--- src/inc/mit_pkg.sv ---
// Purpose: Shared constants and types for the instruction timing core
// Assumes: 16-bit instruction words, 8-bit data path, 11-bit program counter
// Notes:   Opcode map lives here so the bench can assemble programs
package mit_pkg;

    // ==========================================================
    // Widths and sizes
    localparam int PC_W        = 11;
    localparam int STACK_DEPTH = 8;
    localparam int DMEM_WORDS  = 256;

    // ==========================================================
    // Timing
    localparam int           CLKS_PER_CYCLE = 4;
    localparam logic [1:0]   PHASE_EXEC     = 2'h3;

    // ==========================================================
    // Instruction word fields: op [15:11], bit [10:8], operand [7:0]
    localparam int OP_MSB   = 15;
    localparam int OP_LSB   = 11;
    localparam int BIT_MSB  = 10;
    localparam int BIT_LSB  = 8;
    localparam int DEST_BIT = 8;

    // ==========================================================
    // Data memory map of core-held registers
    localparam logic [7:0] ADDR_PC_LOW    = 8'h00;
    localparam logic [7:0] ADDR_TBL_LOW   = 8'h01;
    localparam logic [7:0] ADDR_TBL_HIGH  = 8'h02;
    localparam logic [7:0] ADDR_TBL_DATAH = 8'h03;

    // ==========================================================
    // Reset values
    localparam logic [PC_W-1:0] PC_RESET  = 11'h000;
    localparam logic [7:0]      BYTE_ZERO = 8'h00;

    // ==========================================================
    // Opcodes
    typedef enum logic [4:0] {
        OP_NOP      = 5'h00,
        OP_MOV_AM   = 5'h01,
        OP_MOV_MA   = 5'h02,
        OP_MOV_AX   = 5'h03,
        OP_ADD_AM   = 5'h04,
        OP_ADD_AX   = 5'h05,
        OP_ADC_AM   = 5'h06,
        OP_SUB_AM   = 5'h07,
        OP_SUB_AX   = 5'h08,
        OP_SBC_AM   = 5'h09,
        OP_AND_AM   = 5'h0A,
        OP_OR_AM    = 5'h0B,
        OP_XOR_AM   = 5'h0C,
        OP_AND_AX   = 5'h0D,
        OP_INV_M    = 5'h0E,
        OP_INV_A    = 5'h0F,
        OP_INC_M    = 5'h10,
        OP_INC_A    = 5'h11,
        OP_DEC_M    = 5'h12,
        OP_DEC_A    = 5'h13,
        OP_ROT_R    = 5'h14,
        OP_ROT_L    = 5'h15,
        OP_ROT_RC   = 5'h16,
        OP_ROT_LC   = 5'h17,
        OP_BIT_HIGH = 5'h18,
        OP_BIT_LOW  = 5'h19,
        OP_SKIP_Z   = 5'h1A,
        OP_SKIP_BZ  = 5'h1B,
        OP_SKIP_BNZ = 5'h1C,
        OP_JUMP     = 5'h1D,
        OP_CALL     = 5'h1E,
        OP_MISC     = 5'h1F
    } mit_op_t;

    // Sub-operations of OP_MISC, in the bit field
    localparam logic [2:0] MISC_RET   = 3'h0;
    localparam logic [2:0] MISC_INTERRUPT_EXIT  = 3'h1;
    localparam logic [2:0] MISC_TABLE = 3'h2;
    localparam logic [2:0] MISC_HALT  = 3'h3;
    localparam logic [2:0] MISC_WDT   = 3'h4;

    typedef enum logic [1:0] {
        ST_RUN,
        ST_FLUSH,
        ST_TABLE,
        ST_SLEEP
    } mit_state_t;

endpackage

--- src/design/mit_core.sv ---
// Purpose: 8-bit core with a four-clock instruction cycle and two-cycle flow changes
// Assumes: prog_data_i answers prog_addr_o within the same instruction cycle
// Notes:   Data memory is held inside; writes are echoed on the store port
//
// Operation
// - Most instructions take one instruction cycle; branch, call and table read take two.
// - One instruction cycle lasts exactly four system clocks.
// - Jump, call, subroutine exit, interrupt exit and table read each add one instruction cycle.
// - Writing the program counter low byte jumps to the new address and costs one more cycle.
// - A skip test takes one cycle when not taken and two when it skips.
// - Add reports carry above 255 and subtract reports borrow below 0, for chaining.
// - Plus-one and minus-one change the operand by one, to memory or to the accumulator.
// - AND, OR, XOR and bit inversion set zero on a zero result and clear it otherwise.
// - Rotates move one bit left or right, via-carry forms shift carry in and out.
// - A call saves the next address and the subroutine exit resumes there.
// - An unconditional jump loads the target without saving a return address.
// - Conditional branches test a byte or a bit and skip the next instruction when true.
// - Bit force-high and force-low rewrite the byte changing only the selected bit.
// - Table read fetches constant data from program memory into the data path.
// - Transfers go memory to accumulator, accumulator to memory, immediate to accumulator.
// - Power-down enters the sleep state; a separate instruction clears the watchdog.
`timescale 1ns/1ns

module mit_core
    import mit_pkg::*;
(
    input  wire logic             clk_sys_i,    // System clock, 10 MHz
    input  wire logic             resetn_i,     // Synchronous reset, active low
    input  wire logic [15:0]      prog_data_i,  // Program memory word
    input  wire logic             wake_i,       // Leaves power-down
    output logic      [PC_W-1:0]  prog_addr_o,  // Program memory address
    output logic      [PC_W-1:0]  pc_o,         // Program counter
    output logic      [7:0]       acc_o,        // Accumulator
    output logic                  zero_o,       // Zero flag
    output logic                  carry_o,      // Carry or borrow flag
    output logic                  int_en_o,     // Interrupt enable, set by interrupt exit
    output logic                  sleep_o,      // Power-down state
    output logic                  wdt_clear_o,  // Watchdog clear pulse
    output logic                  cycle_end_o,  // Pulse at end of each instruction cycle
    output logic                  store_stb_o,  // Data memory write pulse
    output logic      [7:0]       store_addr_o, // Data memory write address
    output logic      [7:0]       store_data_o  // Data memory write data
);

    // ==========================================================
    // State
    mit_state_t            state_q;
    logic [1:0]            phase_q;
    logic [PC_W-1:0]       pc_q;
    logic [7:0]            acc_q;
    logic                  zero_q;
    logic                  carry_q;
    logic [7:0]            tbl_low_q;
    logic [7:0]            tbl_high_q;
    logic [7:0]            tbl_datah_q;
    logic [2:0]            sp_q;
    logic [PC_W-1:0]       stack_q [STACK_DEPTH];
    logic [7:0]            dmem_q  [DMEM_WORDS];

    logic                  exec;
    logic [15:0]           ir;
    mit_op_t               op;
    logic [2:0]            bsel;
    logic [7:0]            opnd;
    logic [7:0]            mval;
    logic [PC_W-1:0]       pc_inc;
    logic [PC_W-1:0]       tbl_addr;

    logic [8:0]            res;
    logic                  wr_acc;
    logic                  wr_mem;
    logic                  upd_z;
    logic                  upd_c;
    logic                  c_new;
    logic                  skip;
    logic                  jump;
    logic [PC_W-1:0]       target;
    logic                  push;
    logic                  pop;
    logic                  set_ie;
    logic                  tbl_rd;
    logic                  halt;
    logic                  wdt;
    logic                  pcl_wr;

    // Only the run state executes; flush and table cycles never decode
    assign exec     = (state_q == ST_RUN) && (phase_q == PHASE_EXEC);
    assign ir       = prog_data_i;
    assign op       = mit_op_t'(ir[OP_MSB:OP_LSB]);
    assign bsel     = ir[BIT_MSB:BIT_LSB];
    assign opnd     = ir[7:0];
    assign pc_inc   = pc_q + 11'h001;
    assign tbl_addr = {tbl_high_q[2:0], tbl_low_q};
    assign pcl_wr   = wr_mem && (opnd == ADDR_PC_LOW);

    // ==========================================================
    // Operand read
    always_comb
    begin
        unique case (opnd)
            ADDR_PC_LOW:    mval = pc_q[7:0];
            ADDR_TBL_LOW:   mval = tbl_low_q;
            ADDR_TBL_HIGH:  mval = tbl_high_q;
            ADDR_TBL_DATAH: mval = tbl_datah_q;
            default:        mval = dmem_q[opnd];
        endcase
    end

    // ==========================================================
    // Decode and data path
    always_comb
    begin
        res    = {1'b0, mval};
        wr_acc = 1'b0;
        wr_mem = 1'b0;
        upd_z  = 1'b0;
        upd_c  = 1'b0;
        c_new  = carry_q;
        skip   = 1'b0;
        jump   = 1'b0;
        target = ir[PC_W-1:0];
        push   = 1'b0;
        pop    = 1'b0;
        set_ie = 1'b0;
        tbl_rd = 1'b0;
        halt   = 1'b0;
        wdt    = 1'b0;
        unique case (op)
            OP_NOP:      res = {1'b0, acc_q};
            OP_MOV_AM:   wr_acc = 1'b1;
            OP_MOV_MA:
            begin
                res    = {1'b0, acc_q};
                wr_mem = 1'b1;
            end
            OP_MOV_AX:   wr_acc = 1'b1;
            OP_ADD_AM, OP_ADD_AX, OP_ADC_AM:
            begin
                res    = {1'b0, acc_q} + {1'b0, mval} + {8'h00, op == OP_ADC_AM && carry_q};
                wr_acc = 1'b1;
                upd_z  = 1'b1;
                upd_c  = 1'b1;
                c_new  = res[8];
            end
            OP_SUB_AM, OP_SUB_AX, OP_SBC_AM:
            begin
                res    = {1'b0, acc_q} - {1'b0, mval} - {8'h00, op == OP_SBC_AM && carry_q};
                wr_acc = 1'b1;
                upd_z  = 1'b1;
                upd_c  = 1'b1;
                c_new  = res[8];
            end
            OP_AND_AM, OP_AND_AX:
            begin
                res    = {1'b0, acc_q & mval};
                wr_acc = 1'b1;
                upd_z  = 1'b1;
            end
            OP_OR_AM:
            begin
                res    = {1'b0, acc_q | mval};
                wr_acc = 1'b1;
                upd_z  = 1'b1;
            end
            OP_XOR_AM:
            begin
                res    = {1'b0, acc_q ^ mval};
                wr_acc = 1'b1;
                upd_z  = 1'b1;
            end
            OP_INV_M, OP_INV_A:
            begin
                res    = {1'b0, ~mval};
                wr_acc = (op == OP_INV_A);
                wr_mem = (op == OP_INV_M);
                upd_z  = 1'b1;
            end
            OP_INC_M, OP_INC_A:
            begin
                res    = {1'b0, mval + 8'h01};
                wr_acc = (op == OP_INC_A);
                wr_mem = (op == OP_INC_M);
                upd_z  = 1'b1;
            end
            OP_DEC_M, OP_DEC_A:
            begin
                res    = {1'b0, mval - 8'h01};
                wr_acc = (op == OP_DEC_A);
                wr_mem = (op == OP_DEC_M);
                upd_z  = 1'b1;
            end
            OP_ROT_R, OP_ROT_L, OP_ROT_RC, OP_ROT_LC:
            begin
                unique case (op)
                    OP_ROT_R:  res = {1'b0, mval[0], mval[7:1]};
                    OP_ROT_L:  res = {1'b0, mval[6:0], mval[7]};
                    OP_ROT_RC: res = {mval[0], carry_q, mval[7:1]};
                    default:   res = {mval[7], mval[6:0], carry_q};
                endcase
                upd_c  = (op == OP_ROT_RC) || (op == OP_ROT_LC);
                c_new  = res[8];
                wr_acc = ir[DEST_BIT];
                wr_mem = !ir[DEST_BIT];
            end
            OP_BIT_HIGH:
            begin
                res    = {1'b0, mval | (8'h01 << bsel)};
                wr_mem = 1'b1;
            end
            OP_BIT_LOW:
            begin
                res    = {1'b0, mval & ~(8'h01 << bsel)};
                wr_mem = 1'b1;
            end
            OP_SKIP_Z:   skip = (mval == BYTE_ZERO);
            OP_SKIP_BZ:  skip = !mval[bsel];
            OP_SKIP_BNZ: skip = mval[bsel];
            OP_JUMP:     jump = 1'b1;
            OP_CALL:
            begin
                jump = 1'b1;
                push = 1'b1;
            end
            OP_MISC:
            begin
                unique case (bsel)
                    MISC_RET, MISC_INTERRUPT_EXIT:
                    begin
                        jump   = 1'b1;
                        pop    = 1'b1;
                        target = stack_q[sp_q - 3'h1];
                        set_ie = (bsel == MISC_INTERRUPT_EXIT);
                    end
                    MISC_TABLE: tbl_rd = 1'b1;
                    MISC_HALT:  halt = 1'b1;
                    MISC_WDT:   wdt = 1'b1;
                    default:    res = {1'b0, acc_q};
                endcase
            end
        endcase
        // Immediate forms take the operand field itself
        if (op == OP_MOV_AX || op == OP_ADD_AX || op == OP_SUB_AX || op == OP_AND_AX)
        begin
            unique case (op)
                OP_MOV_AX: res = {1'b0, opnd};
                OP_ADD_AX: res = {1'b0, acc_q} + {1'b0, opnd};
                OP_SUB_AX: res = {1'b0, acc_q} - {1'b0, opnd};
                default:   res = {1'b0, acc_q & opnd};
            endcase
            c_new = (op == OP_AND_AX || op == OP_MOV_AX) ? carry_q : res[8];
        end
    end

    // ==========================================================
    // Four-clock instruction cycle
    always_ff @(posedge clk_sys_i)
    begin
        if (!resetn_i)
        begin
            phase_q     <= 2'h0;
            cycle_end_o <= 1'b0;
        end
        else
        begin
            phase_q     <= phase_q + 2'h1;
            cycle_end_o <= (phase_q == PHASE_EXEC) && (state_q != ST_SLEEP);
        end
    end

    // ==========================================================
    // Sequencing: every flow change buys one dropped cycle
    always_ff @(posedge clk_sys_i)
    begin
        if (!resetn_i)
        begin
            state_q <= ST_RUN;
            pc_q    <= PC_RESET;
        end
        else if (phase_q == PHASE_EXEC)
        begin
            unique case (state_q)
                ST_RUN:
                begin
                    if (jump)
                    begin
                        pc_q    <= target;
                        state_q <= ST_FLUSH;
                    end
                    else if (pcl_wr)
                    begin
                        pc_q    <= {pc_q[PC_W-1:8], res[7:0]};
                        state_q <= ST_FLUSH;
                    end
                    else if (skip)
                    begin
                        pc_q    <= pc_q + 11'h002;
                        state_q <= ST_FLUSH;
                    end
                    else if (tbl_rd)
                    begin
                        pc_q    <= pc_inc;
                        state_q <= ST_TABLE;
                    end
                    else if (halt)
                    begin
                        pc_q    <= pc_inc;
                        state_q <= ST_SLEEP;
                    end
                    else
                    begin
                        pc_q    <= pc_inc;
                    end
                end
                ST_FLUSH, ST_TABLE: state_q <= ST_RUN;
                ST_SLEEP:           state_q <= wake_i ? ST_RUN : ST_SLEEP;
            endcase
        end
    end

    // ==========================================================
    // Accumulator, flags and table latch
    always_ff @(posedge clk_sys_i)
    begin
        if (!resetn_i)
        begin
            acc_q       <= BYTE_ZERO;
            zero_q      <= 1'b0;
            carry_q     <= 1'b0;
            tbl_datah_q <= BYTE_ZERO;
            int_en_o    <= 1'b0;
        end
        else if (exec)
        begin
            if (wr_acc)
                acc_q <= res[7:0];
            if (upd_z)
                zero_q <= (res[7:0] == BYTE_ZERO);
            if (upd_c)
                carry_q <= c_new;
            if (set_ie)
                int_en_o <= 1'b1;
        end
        else if (state_q == ST_TABLE && phase_q == PHASE_EXEC)
        begin
            acc_q       <= prog_data_i[7:0];
            tbl_datah_q <= prog_data_i[15:8];
        end
    end

    // ==========================================================
    // Return stack; wraps silently when overfilled
    always_ff @(posedge clk_sys_i)
    begin
        if (!resetn_i)
            sp_q <= 3'h0;
        else if (exec && push)
        begin
            stack_q[sp_q] <= pc_inc;
            sp_q          <= sp_q + 3'h1;
        end
        else if (exec && pop)
            sp_q <= sp_q - 3'h1;
    end

    // ==========================================================
    // Data memory and pointer registers
    always_ff @(posedge clk_sys_i)
    begin
        if (!resetn_i)
        begin
            tbl_low_q    <= BYTE_ZERO;
            tbl_high_q   <= BYTE_ZERO;
            store_stb_o  <= 1'b0;
            store_addr_o <= BYTE_ZERO;
            store_data_o <= BYTE_ZERO;
        end
        else
        begin
            store_stb_o <= exec && wr_mem;
            if (exec && wr_mem)
            begin
                store_addr_o <= opnd;
                store_data_o <= res[7:0];
                unique case (opnd)
                    ADDR_PC_LOW, ADDR_TBL_DATAH: ;
                    ADDR_TBL_LOW:  tbl_low_q  <= res[7:0];
                    ADDR_TBL_HIGH: tbl_high_q <= res[7:0];
                    default:       dmem_q[opnd] <= res[7:0];
                endcase
            end
        end
    end

    // ==========================================================
    // Registered outputs
    always_ff @(posedge clk_sys_i)
    begin
        if (!resetn_i)
        begin
            prog_addr_o <= PC_RESET;
            pc_o        <= PC_RESET;
            acc_o       <= BYTE_ZERO;
            zero_o      <= 1'b0;
            carry_o     <= 1'b0;
            sleep_o     <= 1'b0;
            wdt_clear_o <= 1'b0;
        end
        else
        begin
            prog_addr_o <= (state_q == ST_TABLE) ? tbl_addr : pc_q;
            pc_o        <= pc_q;
            acc_o       <= acc_q;
            zero_o      <= zero_q;
            carry_o     <= carry_q;
            sleep_o     <= (state_q == ST_SLEEP);
            wdt_clear_o <= exec && wdt;
        end
    end

endmodule

--- config.mk ---
export PLATFORM = sky130hd
export DESIGN_NAME = mit_core
export DESIGN_NICKNAME = d
export VERILOG_FILES = /design/src/inc/mit_pkg.sv /design/src/design/mit_core.sv
export SDC_FILE = /design/constraint.sdc
export NUM_CORES = 2
export LEC_CHECK = 0
export BUFFER_PORTS_ARGS = -buffer_cell sky130_fd_sc_hd__clkbuf_2
export CORE_MARGIN = 1.5
export CORE_UTILIZATION = 60
export DETAILED_ROUTE_END_ITERATION = 7
export PLACE_DENSITY = 0.74
export SYNTH_ARGS = -nofsm -noshare
export SYNTH_HDL_FRONTEND = slang
export SYNTH_SLANG_ARGS = --single-unit
--- constraint.sdc ---
create_clock -name clk_sys_i -period 50.8 [get_ports clk_sys_i]
set_clock_uncertainty 0.05 [all_clocks]
set_input_delay 5.08 -clock clk_sys_i [delete_from_list [all_inputs] [get_ports clk_sys_i]]
set_output_delay 5.08 -clock clk_sys_i [all_outputs]
set_load 0.02 [all_outputs]
==> results by group <==
Clocking
  – CTS clk-pin slew, worst paths: 0.06 ns
  – Clock sinks: 2241
  – H-Tree Depth: 4
  – Max Root-Sink Buffers: 3
  – Post-cts hold buffer count: 0
  – CTS tree: built
  – Post-cts sizing count: 0
  – Post-CTS setup buffer count: 0
  – CTS Buf Count: 212
  – Root Buffer: clkbuf_16
  – Clk_lat worst skew: 0.87 ns

Power
  – Leak: 32.9 nW
  – Pwr per Cell Area: 40.1 nW/um2
  – Peak VDD IR: 0.0000376 V

Floorplanning
  – CORE AREA: 150000 um2
  – FP Rows: 142
  – Die span in y: 393 um
  – Starting Density: 60.7%
  – # IOs: 72
  – Chip width: 393 um
  – Die area: 155000 um2

STA
  – Post-Route Setup TNS: 0 ns
  – Fin crit period: 15.20 ns
  – Final setup violation count: 0
  – Max Slew Vio Count: 0
  – Relative slew margins: 2.54%
  – Final period util: 29.9%
  – Least-Margin Pin Slew: 1.46 ns
  – Hold Vio Cnt, Final: 0
  – RSZ-0062 raised after global routing: no
  – Fmax: 65.8 MHz

Global route
  – Initial antenna violation count: 8
  – Gr ovfl total: 0
  – Largest net degree at the start of global routing: 263
  – GRT Resource Usage Total: 33.3%
  – Vias in the first global route: 50400
  – Global-route wire length before repair: 363000 um

Finish
  – Final Net Count: 5419
  – Area Overhead vs Synth: 10.1%
  – Final core occ: 66.8%
  – Fill cells: 9792
  – Layout cell share with drive strength beyond 1: 16.4%
  – Fin area: 101000 um2

Synth
  – Most common library cells after synthesis: edfxtp_1, mux2i_1, nor2_1
  – Avg Cell Area, Syn: 17.4 um2
  – Synth top area share: 70.2%
  – Ys flop type: edfxtp_1
  – Synth Area in Compound Gates: 5.50%
  – Sequential fraction of the synthesis area: 72.5%
  – Largest family of logic cells by synthesized area: multiplexers
  – Async SR Flop Fraction: 0%
  – Yosys Warn Count: 0
  – Adder-cell area share of the yosys netlist: 0.773%
  – Count of cell types in the netlist: 93
  – Synth Area in XOR/XNOR: 0.451%
  – Yosys reg bits: 2241
  – Most common cell in the netlist: edfxtp_1
  – Dominant cell type by area after synthesis: edfxtp_1
  – Synth Area in Simple Gates: 4.86%
  – Mapped Cells: 5237
  – Synth area leaders: edfxtp_1, mux4_2, mux2i_1
  – Post-synth EDFFs: 2136
  – Synthesized cell area: 91300 um2
  – Mux cell area share after synthesis: 13.6%

Routing
  – Drt pass-1 iters: 8
  – WL met3: 33800 um
  – Final WL: 255000 um
  – Met2 routed WL: 115000 um
  – Wire per inst: 33.8 um
  – Via count: 52000
  – Initial detailed-routing violation count: 7456
  – Top sig layer: met5
  – DRC: 9
  – DRT met1 WL: 92900 um
  – Drt via density: 6.88
  – Post-route antenna net violation count: 0

Critical path
  – Crit path buf inv count: 8
  – Setup crit start kind: primary input
  – CP max stage cell: nor4b_2
  – CP Capture Type: flip-flop
  – Data required time of the critical path: 51.22 ns
  – Top Family by Delay on Critical Path: buffers and inverters
  – Reg2Reg Depth: 22
  – Largest incremental delay on the critical path: 0.98 ns
  – Critical path peak fanout: 149
  – CP arrival: 15.62 ns
  – Worst R2R Start: dmem_q[187][0]$_DFFE_PP_
  – Flop-to-flop setup slack: 42.60 ns
  – Crit Path Category: primary input to flip-flop
  – RR Endpoint: dmem_q[71][7]$_DFFE_PP_

Hold path
  – Hold path depth: 1
  – Worst hold path startpoint: phase_q[0]$_SDFF_PN0_
  – Worst hold endpoint: phase_q[0]$_SDFF_PN0_
  – Worst min path class: flip-flop to flip-flop

Outcome
  – Outcome: complete, but fails checks
  – Violated checks: DRC

Flow run
  – # Max-Cap Violations: 0

Placement
  – Post-place instance area: 93700 um2
  – DP HPWL: 154000 um
  – Placer Congestion: 0.940
  – IO Port Bufs: 71
-- worst max-delay path by stage --
stage          cells after the start                      end            from  slack (ns)
3_5_place_dp                      27  dmem_q[68][7]$_DFFE_PP_  prog_data_i[1]       34.99
5_1_grt                           27  dmem_q[71][7]$_DFFE_PP_  prog_data_i[1]       35.13
6_report                          27  dmem_q[71][7]$_DFFE_PP_  prog_data_i[1]       35.60
4_1_cts                           27  dmem_q[69][7]$_DFFE_PP_  prog_data_i[1]       35.84
2_1_floorplan                     28   dmem_q[0][2]$_DFFE_PP_  prog_data_i[0]       27.43
3_3_place_gp                      27  dmem_q[68][7]$_DFFE_PP_  prog_data_i[1]       35.19
-- per-stage QoR --
stage / instances / worst slack (ns) / total power [mW] / hold slack, ns
6_report: 7547 / 35.60 / 4.03 / 0.374
5_1_grt: 7543 / 35.13 / 4.13 / 0.402
4_1_cts: 7542 / 35.84 / 4.03 / 0.379
3_5_place_dp: 7150 / 34.99 / 2.52 / 0.371
3_3_place_gp: 7150 / 35.19 / 2.51 / 0.358
2_1_floorplan: 5268 / 27.43 / 2.42 / 0.349
-- power by group --
group / internal, mW / leakage [nW] / switching (mW)
clock: 0.855 / 3.36 / 0.693
combinational: 0.0802 / 9.34 / 0.263
sequential: 2.14 / 20.2 / 0.00454
-- final cells by class --
| cell class | count | area [um2] | share of cell area, % |
|---|---|---|---|
| Antenna cell | 5 | 12.5 | 0.0124 |
| Sequential cell | 2241 | 66200 | 65.9 |
| Inverter | 54 | 218 | 0.217 |
| Clock inverter | 133 | 1120 | 1.12 |
| Clock buffer | 259 | 5710 | 5.68 |
| Timing Repair Buffer | 199 | 1460 | 1.45 |
| Tap cell | 2016 | 2520 | 2.51 |
| Multi-Input combinational cell | 2640 | 23300 | 23.1 |
-- cell usage in the layout, fill, tap and decap left out, types with 50 or more instances in the layout --
master     instances
clkinv_2          55
mux2i_1          465
a21oi_1          128
clkbuf_16        222
clkbuf_2          66
mux4_2           339
nand3_1          140
nand2_1          235
o21ai_0           62
nor2_1           388
a22oi_1          245
a31oi_1           50
edfxtp_1        2136
dfxtp_1          105
buf_4            119
-- routing by layer --
| metal | global-route usage, % | up-vias |
|---|---|---|
| met4 | 15.6 | 4 |
| met2 | 49.6 | 3791 |
| met5 | 0 | - |
| met3 | 9.59 | 668 |
| met1 | 46.0 | 26300 |
| li1 | - | 21200 |
-- cells by family after synthesis --
family	count (synthesis)
AO/OA/AOI/OAI	712
XOR/XNOR	47
adder cells (fa/ha/maj)	53
buffers and inverters	387
flip-flops	2241
multiplexers	812
other	1
AND/OR/NAND/NOR	984
-- flip-flops by register name, indices dropped and copies added (netlist names) --
| signal | cells |
|---|---|
| tbl_low_q | 8 |
| sp_q | 3 |
| pc_o | 11 |
| zero_o | 1 |
| int_en_o | 1 |
| tbl_datah_q | 8 |
| carry_q | 1 |
| store_addr_o | 8 |
| stack_q | 88 |
| phase_q | 2 |
| store_stb_o | 1 |
| state_q | 2 |
| acc_q | 8 |
| cycle_end_o | 1 |
| acc_o | 8 |
| dmem_q | 2048 |
| store_data_o | 8 |
| tbl_high_q | 8 |
| prog_addr_o | 11 |
| zero_q | 1 |
| wdt_clear_o | 1 |
| sleep_o | 1 |
| pc_q | 11 |
| carry_o | 1 |
No activity file was read; power rests on OpenSTA's default activity.
